===== config.mk =====
export PLATFORM = sky130hd
export DESIGN_NAME = afflag_top
export DESIGN_NICKNAME = d
export VERILOG_FILES = /design/src/logic/afflag_pkg.sv /design/src/logic/afflag_sync.sv /design/src/logic/afflag_sticky.sv /design/src/logic/afflag_top.sv
export VERILOG_INCLUDE_DIRS = /design/src /design/src/logic
export SDC_FILE = /design/constraint.sdc
export NUM_CORES = 1
export LEC_CHECK = 0
export BUFFER_PORTS_ARGS = -buffer_cell sky130_fd_sc_hd__clkbuf_2
export CAP_MARGIN = 20
export CORE_MARGIN = 4
export CORE_UTILIZATION = 45
export CTS_CLUSTER_DIAMETER = 60
export DETAILED_ROUTE_END_ITERATION = 10
export PLACE_DENSITY_LB_ADDON = 0.1
export SYNTH_ARGS = -nofsm -noshare
export SYNTH_HDL_FRONTEND = slang
export SYNTH_SLANG_ARGS = --single-unit
export TNS_END_PERCENT = 5

===== constraint.sdc =====
create_clock -name core_clk -period 0.99 [get_ports core_clk]
set_clock_uncertainty 0.1 [all_clocks]
set_input_delay 0.0495 -clock core_clk [delete_from_list [all_inputs] [get_ports core_clk]]
set_output_delay 0.0495 -clock core_clk [all_outputs]
set_load 0.005 [all_outputs]

===== src/logic/afflag_cfg.svh =====
// Constants of the analog fault flag register
// Operation
// - Top bit reads the inverse of the present fault pin level, read only.
// - Bit 13 sets when the combined output leaves its supply rails.
// - Bit 11 sets on a positive converter short circuit.
// - Bit 9 sets when the positive converter cannot reach its target.
// - Bit 7 sets on current output open circuit or missing headroom.
// - Bit 6 sets on a voltage output short circuit.
// - Bit 5 sets on converter die overheat, bit 4 on main die overheat.
// - Bit 3 sets on reference output window fault or current limit.
// - Bit 2 sets on reference input window fault.
// - Bit 1 sets on internal analog supply window fault.
// - Bit 0 sets on regulator window fault or current limit.
// - Flags stay set until host writes one; writing zero changes nothing.
// - A flag whose diagnostic is disabled reads back as zero.
`ifndef AFFLAG_CFG_SVH
`define AFFLAG_CFG_SVH

`define AFF_REG_ADDR 5'h15
`define AFF_ADDR_W 5
`define AFF_DATA_W 22
`define AFF_FLAG_W 14
`define AFF_SRC_W 15
`define AFF_FLAG_MASK 14'h2AFF
`define AFF_FLAG_RESET 14'h0000
`define AFF_RDATA_RESET 22'h000000

`define AFF_BIT_PIN 21
`define AFF_ADDR_HI 20
`define AFF_ADDR_LO 16
`define AFF_RSV_HI 15
`define AFF_RSV_LO 14
`define AFF_BIT_OV 13
`define AFF_BIT_PSC 11
`define AFF_BIT_PREG 9
`define AFF_BIT_IOC 7
`define AFF_BIT_VSC 6
`define AFF_BIT_CHOT 5
`define AFF_BIT_MHOT 4
`define AFF_BIT_ROUT 3
`define AFF_BIT_RIN 2
`define AFF_BIT_AVCC 1
`define AFF_BIT_LDO 0

`define AFF_SRC_OV 0
`define AFF_SRC_PSC 1
`define AFF_SRC_PREG 2
`define AFF_SRC_IOPEN 3
`define AFF_SRC_IHEAD 4
`define AFF_SRC_VSC 5
`define AFF_SRC_CHOT 6
`define AFF_SRC_MHOT 7
`define AFF_SRC_RWIN 8
`define AFF_SRC_RLIM 9
`define AFF_SRC_RIN 10
`define AFF_SRC_AVCC 11
`define AFF_SRC_LWIN 12
`define AFF_SRC_LLIM 13
`define AFF_SRC_PIN 14
// Synchroniser reset, fault pin stage at its idle high level
`define AFF_SYNC_RESET 15'h4000

`endif


===== src/logic/afflag_pkg.sv =====
// Types and helpers of the analog fault flag register
`include "afflag_cfg.svh"
package afflag_pkg;
    typedef logic [`AFF_ADDR_W-1:0] afflag_addr_t;
    typedef logic [`AFF_DATA_W-1:0] afflag_data_t;
    typedef logic [`AFF_FLAG_W-1:0] afflag_vec_t;
    typedef logic [`AFF_SRC_W-1:0] afflag_src_t;

    typedef struct packed {
        afflag_src_t s1;
        afflag_src_t s2;
    } afflag_sync_st_t;

    typedef struct packed {
        afflag_vec_t flags;
    } afflag_sticky_st_t;

    typedef struct packed {
        afflag_data_t rdata;
        logic rvalid;
    } afflag_top_st_t;

    function automatic logic afflag_hit(input afflag_addr_t addr);
        afflag_hit = (addr == `AFF_REG_ADDR);
    endfunction
endpackage


===== src/logic/afflag_sync.sv =====
// Two-stage synchroniser for the analog fault inputs and fault pin
`timescale 1ns/1ps
`default_nettype none
`include "afflag_cfg.svh"
module afflag_sync (
    input wire logic core_clk,
    input wire logic rstn,
    input wire afflag_pkg::afflag_src_t async_in,
    output afflag_pkg::afflag_src_t sync_out
);
    import afflag_pkg::*;

    afflag_sync_st_t st;
    afflag_sync_st_t next_st;

    always_comb begin
        next_st.s1 = async_in;
        next_st.s2 = st.s1;
    end

    always_ff @(posedge core_clk or negedge rstn) begin
        if (!rstn) begin
            // No false fault pin status just after reset
            st.s1 <= `AFF_SYNC_RESET;
            st.s2 <= `AFF_SYNC_RESET;
        end else begin
            st <= next_st;
        end
    end

    assign sync_out = st.s2;
endmodule
`default_nettype wire


===== src/logic/afflag_sticky.sv =====
// Sticky write-one-to-clear flag bank
`timescale 1ns/1ps
`default_nettype none
`include "afflag_cfg.svh"
module afflag_sticky (
    input wire logic core_clk,
    input wire logic rstn,
    input wire afflag_pkg::afflag_vec_t set_vec,
    input wire afflag_pkg::afflag_vec_t clr_vec,
    output afflag_pkg::afflag_vec_t flags
);
    import afflag_pkg::*;

    afflag_sticky_st_t st;
    afflag_sticky_st_t next_st;

    // Set wins over a clear in the same cycle
    always_comb begin
        next_st.flags = ((st.flags & ~clr_vec) | set_vec) & `AFF_FLAG_MASK;
    end

    always_ff @(posedge core_clk or negedge rstn) begin
        if (!rstn) begin
            st.flags <= `AFF_FLAG_RESET;
        end else begin
            st <= next_st;
        end
    end

    assign flags = st.flags;
endmodule
`default_nettype wire


===== src/logic/afflag_top.sv =====
// Analog fault flag register: sticky fault flags with host readback
`timescale 1ns/1ps
`default_nettype none
`include "afflag_cfg.svh"
module afflag_top (
    input wire logic core_clk,
    input wire logic rstn,
    input wire afflag_pkg::afflag_addr_t reg_addr,
    input wire logic reg_rd,
    input wire logic reg_wr,
    input wire afflag_pkg::afflag_data_t reg_wdata,
    output afflag_pkg::afflag_data_t reg_rdata,
    output logic reg_rvalid,
    input wire afflag_pkg::afflag_vec_t diag_en,
    input wire logic combined_output_pin_overrange,
    input wire logic pos_converter_short,
    input wire logic pos_converter_underreg,
    input wire logic current_output_open,
    input wire logic current_output_no_headroom,
    input wire logic voltage_output_short,
    input wire logic converter_die_hot,
    input wire logic main_die_hot,
    input wire logic reference_output_node_window,
    input wire logic reference_output_node_ilim,
    input wire logic reference_input_node_window,
    input wire logic internal_analog_supply_node_window,
    input wire logic regulator_output_node_window,
    input wire logic regulator_output_node_ilim,
    input wire logic fault_pin_n
);
    import afflag_pkg::*;

    // ****************************************
    // Input synchronisation
    // ****************************************
    afflag_src_t src_raw;
    afflag_src_t src;

    always_comb begin
        src_raw = '0;
        src_raw[`AFF_SRC_OV] = combined_output_pin_overrange;
        src_raw[`AFF_SRC_PSC] = pos_converter_short;
        src_raw[`AFF_SRC_PREG] = pos_converter_underreg;
        src_raw[`AFF_SRC_IOPEN] = current_output_open;
        src_raw[`AFF_SRC_IHEAD] = current_output_no_headroom;
        src_raw[`AFF_SRC_VSC] = voltage_output_short;
        src_raw[`AFF_SRC_CHOT] = converter_die_hot;
        src_raw[`AFF_SRC_MHOT] = main_die_hot;
        src_raw[`AFF_SRC_RWIN] = reference_output_node_window;
        src_raw[`AFF_SRC_RLIM] = reference_output_node_ilim;
        src_raw[`AFF_SRC_RIN] = reference_input_node_window;
        src_raw[`AFF_SRC_AVCC] = internal_analog_supply_node_window;
        src_raw[`AFF_SRC_LWIN] = regulator_output_node_window;
        src_raw[`AFF_SRC_LLIM] = regulator_output_node_ilim;
        src_raw[`AFF_SRC_PIN] = fault_pin_n;
    end

    afflag_sync u_sync (
        .core_clk(core_clk),
        .rstn(rstn),
        .async_in(src_raw),
        .sync_out(src)
    );

    // ****************************************
    // Flag set conditions
    // ****************************************
    afflag_vec_t cond;
    afflag_vec_t set_vec;
    afflag_vec_t clr_vec;
    afflag_vec_t flags;
    logic wr_hit;
    logic rd_hit;

    always_comb begin
        cond = '0;
        cond[`AFF_BIT_OV] = src[`AFF_SRC_OV];
        cond[`AFF_BIT_PSC] = src[`AFF_SRC_PSC];
        cond[`AFF_BIT_PREG] = src[`AFF_SRC_PREG];
        cond[`AFF_BIT_IOC] = src[`AFF_SRC_IOPEN] | src[`AFF_SRC_IHEAD];
        cond[`AFF_BIT_VSC] = src[`AFF_SRC_VSC];
        cond[`AFF_BIT_CHOT] = src[`AFF_SRC_CHOT];
        cond[`AFF_BIT_MHOT] = src[`AFF_SRC_MHOT];
        cond[`AFF_BIT_ROUT] = src[`AFF_SRC_RWIN] | src[`AFF_SRC_RLIM];
        cond[`AFF_BIT_RIN] = src[`AFF_SRC_RIN];
        cond[`AFF_BIT_AVCC] = src[`AFF_SRC_AVCC];
        cond[`AFF_BIT_LDO] = src[`AFF_SRC_LWIN] | src[`AFF_SRC_LLIM];
    end

    // Disabled diagnostics neither set nor show their flag
    assign set_vec = cond & diag_en & `AFF_FLAG_MASK;
    assign wr_hit = reg_wr & afflag_hit(reg_addr);
    assign rd_hit = reg_rd & afflag_hit(reg_addr);
    // Write one clears, write zero leaves the flag alone
    assign clr_vec = wr_hit ? reg_wdata[`AFF_FLAG_W-1:0] : '0;

    afflag_sticky u_sticky (
        .core_clk(core_clk),
        .rstn(rstn),
        .set_vec(set_vec),
        .clr_vec(clr_vec),
        .flags(flags)
    );

    // ****************************************
    // Readback
    // ****************************************
    afflag_top_st_t st;
    afflag_top_st_t next_st;

    always_comb begin
        next_st.rvalid = reg_rd;
        next_st.rdata = '0;
        if (rd_hit) begin
            next_st.rdata[`AFF_BIT_PIN] = ~src[`AFF_SRC_PIN];
            next_st.rdata[`AFF_ADDR_HI:`AFF_ADDR_LO] = `AFF_REG_ADDR;
            next_st.rdata[`AFF_FLAG_W-1:0] = flags & diag_en;
        end
    end

    always_ff @(posedge core_clk or negedge rstn) begin
        if (!rstn) begin
            st.rdata <= `AFF_RDATA_RESET;
            st.rvalid <= 1'b0;
        end else begin
            st <= next_st;
        end
    end

    assign reg_rdata = st.rdata;
    assign reg_rvalid = st.rvalid;
endmodule
`default_nettype wire


==> summary.txt, run 1 <==
STA
  – Setup ws final: 0.0298 ns
  – Setup Viol. Count Final: 0
  – Final Hold Fails: 0
  – WHS: 0.0204 ns
  – Pins Over Slew Limit: 0
  – Minimum clock period: 0.960 ns
  – Period utilization: 0.970
  – RSZ-0062 raised after global routing: yes
  – Fmax: 1040 MHz

Die
  – Die area: 5000 um^2
  – Initial Utilization: 0.476
  – Rows: 22
  – Die height: 70.7 um
  – Area of the core: 3720 um^2
  – Total I/O pin count: 83
  – Die width: 70.7 um

Worst setup path
  – WP data required: 0.84 ns
  – FF-to-FF Start: u_sync.sync_out[14]
  – Worst path slowest cell: dfrtp_1
  – Cell family with most CP delay: flip-flops
  – R2r endpoint: reg_rdata[21]
  – CP Launch Type: flip-flop
  – Reg2reg path depth: 1
  – Crit-path cells: clkbuf_2
  – R2r setup slk: 0.11 ns
  – CP Max Fanout: 3
  – Worst Path Buf+Inv: 1
  – Setup crit end kind: primary output
  – Max incr delay on CP: 0.39 ns
  – Setup CP Type: flip-flop to primary output
  – WP data arrival: 0.81 ns

Global routing
  – First-pass GRT wire length: 6070 um
  – Initial antenna violation count: 0
  – Grt total ovfl: 0
  – GRT Util Overall: 0.162
  – Largest net degree at the start of global routing: 56
  – Vias in the first global route: 1346

Synthesis
  – Largest family of logic cells by synthesized area: simple AND/OR/NAND/NOR gates
  – Top-area cell type share of the netlist area: 0.750
  – Synth warn: 0
  – Syn Inst Count: 112
  – Number of flops mapped to enable cells by yosys: 0
  – Top post-synthesis cells by count: dfrtp_1 (53), and3_1 (11), buf_4 (9)
  – Post-synth cell types: 16
  – Simple-gate portion of the synthesized area: 0.106
  – Syn avg cell area: 15.8 um^2
  – Top_reg_cell synth: dfrtp_1
  – FF+latch count, synth: 55
  – Synth Area in Adders: 0
  – Syn Std Cell Area: 1770 um^2
  – Count leader, synth: dfrtp_1
  – Post-synth top area cell: dfrtp_1
  – Xor and xnor area share after synthesis: 0
  – Compound-Gate Fraction of Synth Area: 0.0566
  – Sequential area share after synthesis: 0.780
  – Asr flop ratio synth: 1.00
  – Post-synthesis mux area share: 0
  – Synth top area cells: dfrtp_1 (75%), a22o_1 (4.0%), and3_1 (3.9%)

Worst hold path
  – Hold endpoint: reg_rdata[20]
  – Hold path cells: 2
  – Worst Hold Class: input port to flip-flop
  – Worst min-delay path startpoint: reg_rd

Outcome
  – Status: completed

Clocking
  – CTS Buf Count: 5
  – Clock sink count: 55
  – Clk slew on worst S/H paths: 0.09 ns
  – Post-CTS Repair Setup Buffers: 0
  – Root buffer cell: clkbuf_8
  – Worst-Skew Late Latency: 0.30 ns
  – Max clock buf depth: 2
  – CTS tree: yes
  – H-tree depth: 2
  – Post-CTS sizing: 0

Drt
  – # DRC: 0
  – Post-DR vias/cell: 4.63
  – Total Wirelength: 3790 um
  – Drt pass-1 iters: 4
  – WL/cell: 14.2 um
  – Via Count: 1231
  – Antenna Violating Nets Remaining: 0
  – DR iter-0 viols: 53

Layout
  – Final core occ: 0.699
  – Share of cells above drive strength 1: 0.349
  – Syn-to-layout area delta: 47.0%
  – Layout Nets: 277
  – Ant diodes: 0

Power and ir drop
  – Max VDD drop: 0.000989 V
  – Leakage power: 1.32 nW
  – Power per cell area: 1530 nW/um^2

Placement
  – Port buffer count: 61
  – HPWL after DPL: 2420 um
  – Final estimated routing congestion in global placement: 0.706
  – Dpl ws: -0.174 ns

Run
  – Maxcap violations: 0
-- layout by cell type (no fill, tap or decap), types with 2 or more instances in the layout --
cell	instances
nand4_1	8
clkbuf_8	7
and3_1	11
conb_1	7
nand2_1	3
dlygate4sd3_1	39
clkbuf_2	61
nand3_1	3
o21ai_0	6
buf_4	4
dfrtp_1	53
dfstp_2	2
a22o_1	8
-- cells by family (layout without fill, tap and decap cells) --
kind of cell,Yosys count,after routing
AOI/OAI and AO/OA,14,14
buffers and inverters,13,113
DFF,55,55
other,1,7
and+or+nand+nor,29,29
-- power by group --
part | leakage, nW | switching [mW] | total (mW) | internal [mW]
Combinational | 0.627 | 0.134 | 0.333 | 0.198
Clock | 0.0515 | 0.652 | 1.29 | 0.639
Sequential | 0.638 | 0.0228 | 2.35 | 2.32
-- what timing repair did --
action	in CTS	in global routing
setup endpoints to repair	0	3
endpoints found under the hold margin	93	0
hold buffers	39	0
-- registers in the layout (all words and copies together) (netlist names) --
name             cells
u_sync.sync_out     15
u_sync.next_st      15
u_sticky.flags      11
reg_rvalid           1
reg_rdata           13
-- how the worst max path moves through the flow --
stage,from,endpoint,slack (ns),cells past startpoint
floorplan,reg_addr[3],reg_rdata[11],-0.02,5
global placement,reg_addr[3],u_sticky.flags[11],-0.12,5
detailed placement,reg_addr[3],u_sticky.flags[5],-0.17,5
CTS,reg_rdata[20],reg_rdata[20],0.02,1
global route,reg_rdata[20],reg_rdata[18],-0.01,1
finish,reg_rdata[20],reg_rdata[20],0.03,1
-- through the flow --
stage               cell area (um^2)  power, mW  cells  setup TNS, ns
floorplan                       1790       2.45    118         -0.152
global placement                2110       2.59    219          -1.89
detailed placement              2110       2.60    219          -2.56
CTS                             2600       4.02    266              0
global route                    2600       4.13    266        -0.0371
finish                          2600       3.97    266              0
-- layout make-up --
cell class | instances | area [um^2]
multi-input combinational | 50 | 314
clock buffer | 8 | 100
timing repair buffer | 105 | 746
tap | 48 | 60.1
sequential | 55 | 1380
fill | 279 | 1120
-- metal layers --
| metal | vias up | routed length, um | track usage |
|---|---|---|---|
| met2 | 54 | 1900 | 0.265 |
| li1 | 585 | - | - |
| met4 | 0 | 108 | 0.0939 |
| met3 | 10 | 275 | 0.0483 |
| met1 | 582 | 1500 | 0.189 |
| met5 | - | 0 | 0 |
No activity file was read; power rests on OpenSTA's default activity.
==> run 2: changes to the inputs <==
- ABC_AREA: not set -> 1
==> summary.txt, run 2 <==
Placement
  – Port buffer count: 61
  – HPWL after DPL: 2230 um
  – Dpl ws: 0.0269 ns
  – Final estimated routing congestion in global placement: 0.738
  – Post-Place Cells: 249

Global routing
  – Initial antenna violation count: 0
  – GRT Util Overall: 0.162
  – Vias in the first global route: 1400
  – Largest net degree at the start of global routing: 56
  – Grt total ovfl: 0
  – First-pass GRT wire length: 6290 um

Worst hold path
  – Worst min-delay path startpoint: reg_wr
  – Worst Hold Class: input port to flip-flop
  – Hold endpoint: u_sticky.flags[9]
  – Hold path cells: 4

Power and ir drop
  – Leakage power: 1.36 nW
  – Int Pwr: 3.02 mW
  – Comb pwr share: 0.090
  – Max VDD drop: 0.00133 V
  – Switch Pwr: 787 uW
  – Pwr Total: 3.80 mW
  – Sw Ratio: 0.207
  – Power per cell area: 1450 nW/um^2
  – Clock power share: 0.294
  – Power share of the sequential group: 0.616

Drt
  – Total Wirelength: 3550 um
  – Antenna Violating Nets Remaining: 0
  – # DRC: 0
  – Via Count: 1280
  – Post-DR vias/cell: 4.32
  – WL/cell: 12.0 um
  – Drt pass-1 iters: 4
  – DR iter-0 viols: 68

Synthesis
  – Syn Std Cell Area: 1810 um^2
  – Post-synth top area cell: dfrtp_1
  – Post-synth cell types: 15
  – Syn Inst Count: 142
  – Sequential area share after synthesis: 0.762
  – Count leader, synth: dfrtp_1
  – Top post-synthesis cells by count: dfrtp_1 (53), nand2_1 (42), nand3_1 (11)
  – Top-area cell type share of the netlist area: 0.733
  – Synth top area cells: dfrtp_1 (73%), nand2_1 (8.7%), buf_4 (3.7%)
  – Top_reg_cell synth: dfrtp_1
  – Asr flop ratio synth: 1.00
  – FF+latch count, synth: 55
  – Synth warn: 0
  – Syn avg cell area: 12.7 um^2
  – Number of flops mapped to enable cells by yosys: 0

Layout
  – Leading cell type in the layout, fill and taps excluded: clkbuf_2
  – Layout Nets: 307
  – Syn-to-layout area delta: 45.3%
  – Final core occ: 0.698
  – Final std cells w/o fill: 296
  – Most frequent cells in the layout: clkbuf_2 (61), dfrtp_1 (53), nand2_1 (42)
  – Ant diodes: 0
  – Share of cells above drive strength 1: 0.343

Clocking
  – Max clock buf depth: 2
  – CTS Buf Count: 5
  – H-tree depth: 2
  – Clk slew on worst S/H paths: 0.09 ns
  – CTS tree: yes
  – Worst-Skew Late Latency: 0.29 ns
  – Clock sink count: 55
  – Root buffer cell: clkbuf_8

Worst setup path
  – CP Max Fanout: 3
  – Cell family with most CP delay: flip-flops
  – CP Launch Type: flip-flop
  – Reg2reg path depth: 2
  – Setup crit end kind: primary output
  – WP data arrival: 0.80 ns
  – Worst path slowest cell: dfrtp_1
  – R2r endpoint: u_sticky.flags[7]
  – Setup CP Type: flip-flop to primary output
  – CP Depth: 1
  – Worst Path Buf+Inv: 1
  – WP data required: 0.84 ns
  – Crit-path cells: clkbuf_2
  – FF-to-FF Start: u_sync.sync_out[4]
  – Max incr delay on CP: 0.40 ns
  – R2r setup slk: 0.20 ns

STA
  – Period utilization: 0.958
  – Setup ws final: 0.0418 ns
  – Setup TNS after final layout: 0 ns
  – Pins Over Slew Limit: 0
  – Minimum clock period: 0.948 ns
  – Fmax: 1050 MHz
  – RSZ-0062 raised after global routing: yes
  – Final Hold Fails: 0
  – Setup Viol. Count Final: 0

Die
  – Initial Utilization: 0.480
  – Rows: 22
  – Die width: 71.4 um
  – Total I/O pin count: 83
  – Die height: 71.4 um
  – Area of the core: 3770 um^2
  – Die area: 5100 um^2

Outcome
  – Status: completed

Run
  – Maxcap violations: 0
## run 2: how the worst max path moves through the flow
stage                        startpoint           endpoint  slack, ns
after floorplan             reg_addr[3]  u_sticky.flags[0]       0.20
after detailed placement    reg_addr[3]  u_sticky.flags[2]       0.03
after global placement      reg_addr[3]  u_sticky.flags[2]       0.04
after global routing      reg_rdata[20]      reg_rdata[20]     -0.004
final                     reg_rdata[20]      reg_rdata[16]       0.04
after CTS                 reg_rdata[20]      reg_rdata[16]       0.02
## run 2: cell families (layout without fill, tap and decap cells)
kind of cell,Yosys count,in the layout,synth area share
other,1,7,0.00207
and+or+nand+nor,68,68,0.170
DFF,55,55,0.762
AOI/OAI and AO/OA,3,3,0.00829
buffers and inverters,15,115,0.0580
## run 2: per-stage QoR
step	hold WS, ns	instance area [um^2]
finish	0.123	2630
CTS	0.106	2630
detailed placement	-0.0220	2160
global route	0.137	2630
global placement	-0.0382	2160
floorplan	-0.346	1830
## run 2: timing repair
item | in CTS | in global routing
hold buffers | 39 | 0
gates resized for setup | 0 | 0
setup endpoints to repair | 0 | 1
hold endpoints to repair | 93 | 0
buffers inserted | 0 | 0
## run 2: power by group through the flow
stage	Combinational, mW	Clock (mW)	Sequential, mW
4_1_cts	0.344	1.18	2.34
3_5_place_dp	0.223	0	2.39
5_1_grt	0.388	1.27	2.35
6_report	0.342	1.12	2.34
3_3_place_gp	0.215	0	2.38
2_1_floorplan	0.0798	0	2.38
## run 2: metal layers
layer / share of wire / up-vias / GRT usage
li1: - / 627 / -
met1: 0.37 / 602 / 0.183
met2: 0.55 / 49 / 0.293
met3: 0.074 / 2 / 0.0519
met4: 0.0065 / 0 / 0.0438
met5: 0 / - / 0
## run 2: cell type report
class | count | area (um^2)
well taps | 48 | 60.1
fillers | 285 | 1140
clock buffers | 7 | 76.3
flip-flops and latches | 55 | 1380
inverters | 3 | 11.3
repair buffers | 104 | 751
clock inverters | 1 | 5.00
multi-input cells | 78 | 349
==> run 3: changes to the inputs <==
- MAX_ROUTING_LAYER: not set -> met4
==> summary.txt, run 3 (same netlist as run 2, synthesis figures left out) <==
Outcome
  – Status: completed

Die
  – Die height: 71.4 um
  – Area of the core: 3770 um^2
  – Die area: 5100 um^2
  – Die width: 71.4 um
  – Rows: 22
  – Initial Utilization: 0.480
  – Total I/O pin count: 83

Drt
  – Total Wirelength: 3550 um
  – # DRC: 0
  – DR iter-0 viols: 62
  – Antenna Violating Nets Remaining: 0
  – Drt pass-1 iters: 4
  – Post-DR vias/cell: 4.33
  – Via Count: 1281
  – WL/cell: 12.0 um

Global routing
  – Largest net degree at the start of global routing: 56
  – Grt total ovfl: 0
  – First-pass GRT wire length: 6290 um
  – Vias in the first global route: 1401
  – Initial antenna violation count: 0
  – GRT Util Overall: 0.167

Clocking
  – CTS tree: yes
  – Post-CTS sizing: 0
  – Clock sink count: 55
  – Worst-Skew Late Latency: 0.29 ns
  – Clk slew on worst S/H paths: 0.09 ns
  – Root buffer cell: clkbuf_8
  – H-tree depth: 2
  – CTS Buf Count: 5
  – Max clock buf depth: 2

STA
  – Setup ws final: 0.0414 ns
  – Pins Over Slew Limit: 0
  – Minimum clock period: 0.949 ns
  – Setup Viol. Count Final: 0
  – Final Hold Fails: 0
  – RSZ-0062 raised after global routing: yes
  – Setup TNS after final layout: 0 ns
  – Fmax: 1050 MHz
  – Period utilization: 0.958

Placement
  – Dpl cell area: 2160 um^2
  – Port buffer count: 61
  – Dpl ws: 0.0269 ns
  – HPWL after DPL: 2230 um
  – Final estimated routing congestion in global placement: 0.747
  – Post-Place Cells: 249

Layout
  – Final std cells w/o fill: 296
  – Syn-to-layout area delta: 45.3%
  – Leading cell type in the layout, fill and taps excluded: clkbuf_2
  – Layout Nets: 307
  – Share of cells above drive strength 1: 0.343
  – Ant diodes: 0
  – Cell area after layout: 2630 um^2
  – Most frequent cells in the layout: clkbuf_2 (61), dfrtp_1 (53), nand2_1 (42)

Worst setup path
  – Crit-path cells: clkbuf_2
  – CP Launch Type: flip-flop
  – Setup CP Type: flip-flop to primary output
  – Max incr delay on CP: 0.40 ns
  – Worst path slowest cell: dfrtp_1
  – Worst Path Buf+Inv: 1
  – Cell family with most CP delay: flip-flops
  – Setup crit end kind: primary output
  – WP data required: 0.84 ns
  – CP Max Fanout: 3
  – WP data arrival: 0.80 ns

Power and ir drop
  – Max VDD drop: 0.00133 V
  – Leakage power: 1.36 nW
  – Pwr Total: 3.80 mW
  – Power per cell area: 1450 nW/um^2

Run
  – Maxcap violations: 0

Worst hold path
  – Worst Hold Class: input port to flip-flop
## run 3: cell counts in the layout (fill, tap and decap cells not counted)
Identical to the previous run, type by type.
## run 3: routing by layer
layer,track usage,vias to the layer above,wire (um)
met4,0.0438,0,23
met1,0.183,603,1320
met3,0.0491,2,255
met5,-,-,0
li1,-,627,-
met2,0.294,49,1940
## run 3: where the power goes
group / switching [mW] / internal (mW) / leakage [nW]
Combinational: 0.146 / 0.196 / 0.684
Clock: 0.622 / 0.497 / 0.0422
Sequential: 0.0204 / 2.32 / 0.638
Total: 0.788 / 3.02 / 1.36
## run 3: final timing paths
kind | from | slack (ns) | cells past startpoint | to
hold reg to reg | u_sync.next_st[11] | 0.25 | 0 | u_sync.sync_out[11]
setup / recovery | reg_rdata[20] | 0.04 | 1 | reg_rdata[16]
min in group asynchronous | rstn | 0.18 | 3 | u_sync.next_st[1]
max in group asynchronous | rstn | 0.32 | 3 | u_sync.sync_out[14]
hold / removal | reg_wr | 0.12 | 4 | u_sticky.flags[9]
setup reg to reg | u_sync.sync_out[4] | 0.20 | 2 | u_sticky.flags[7]
## run 3: cell type report
cell class / count / area, um^2
Clock buffer: 7 / 76.3
Clock inverter: 1 / 5.00
Fill cell: 285 / 1140
Inverter: 3 / 11.3
Multi-Input combinational cell: 78 / 349
Sequential cell: 55 / 1380
Tap cell: 48 / 60.1
Timing Repair Buffer: 104 / 751
## run 3: per-stage QoR
stage / hold slack (ns) / util
after global placement: -0.0382 / 0.573
after floorplan: -0.346 / -
after detailed placement: -0.0220 / 0.573
final: 0.122 / 0.698
after CTS: 0.106 / 0.698
after global routing: 0.138 / 0.698
## run 3: repair_timing
action	in CTS	in global routing
endpoints found under the setup margin	0	1
hold buffers	39	0
buffers inserted	0	0
hold endpoints to repair	93	0
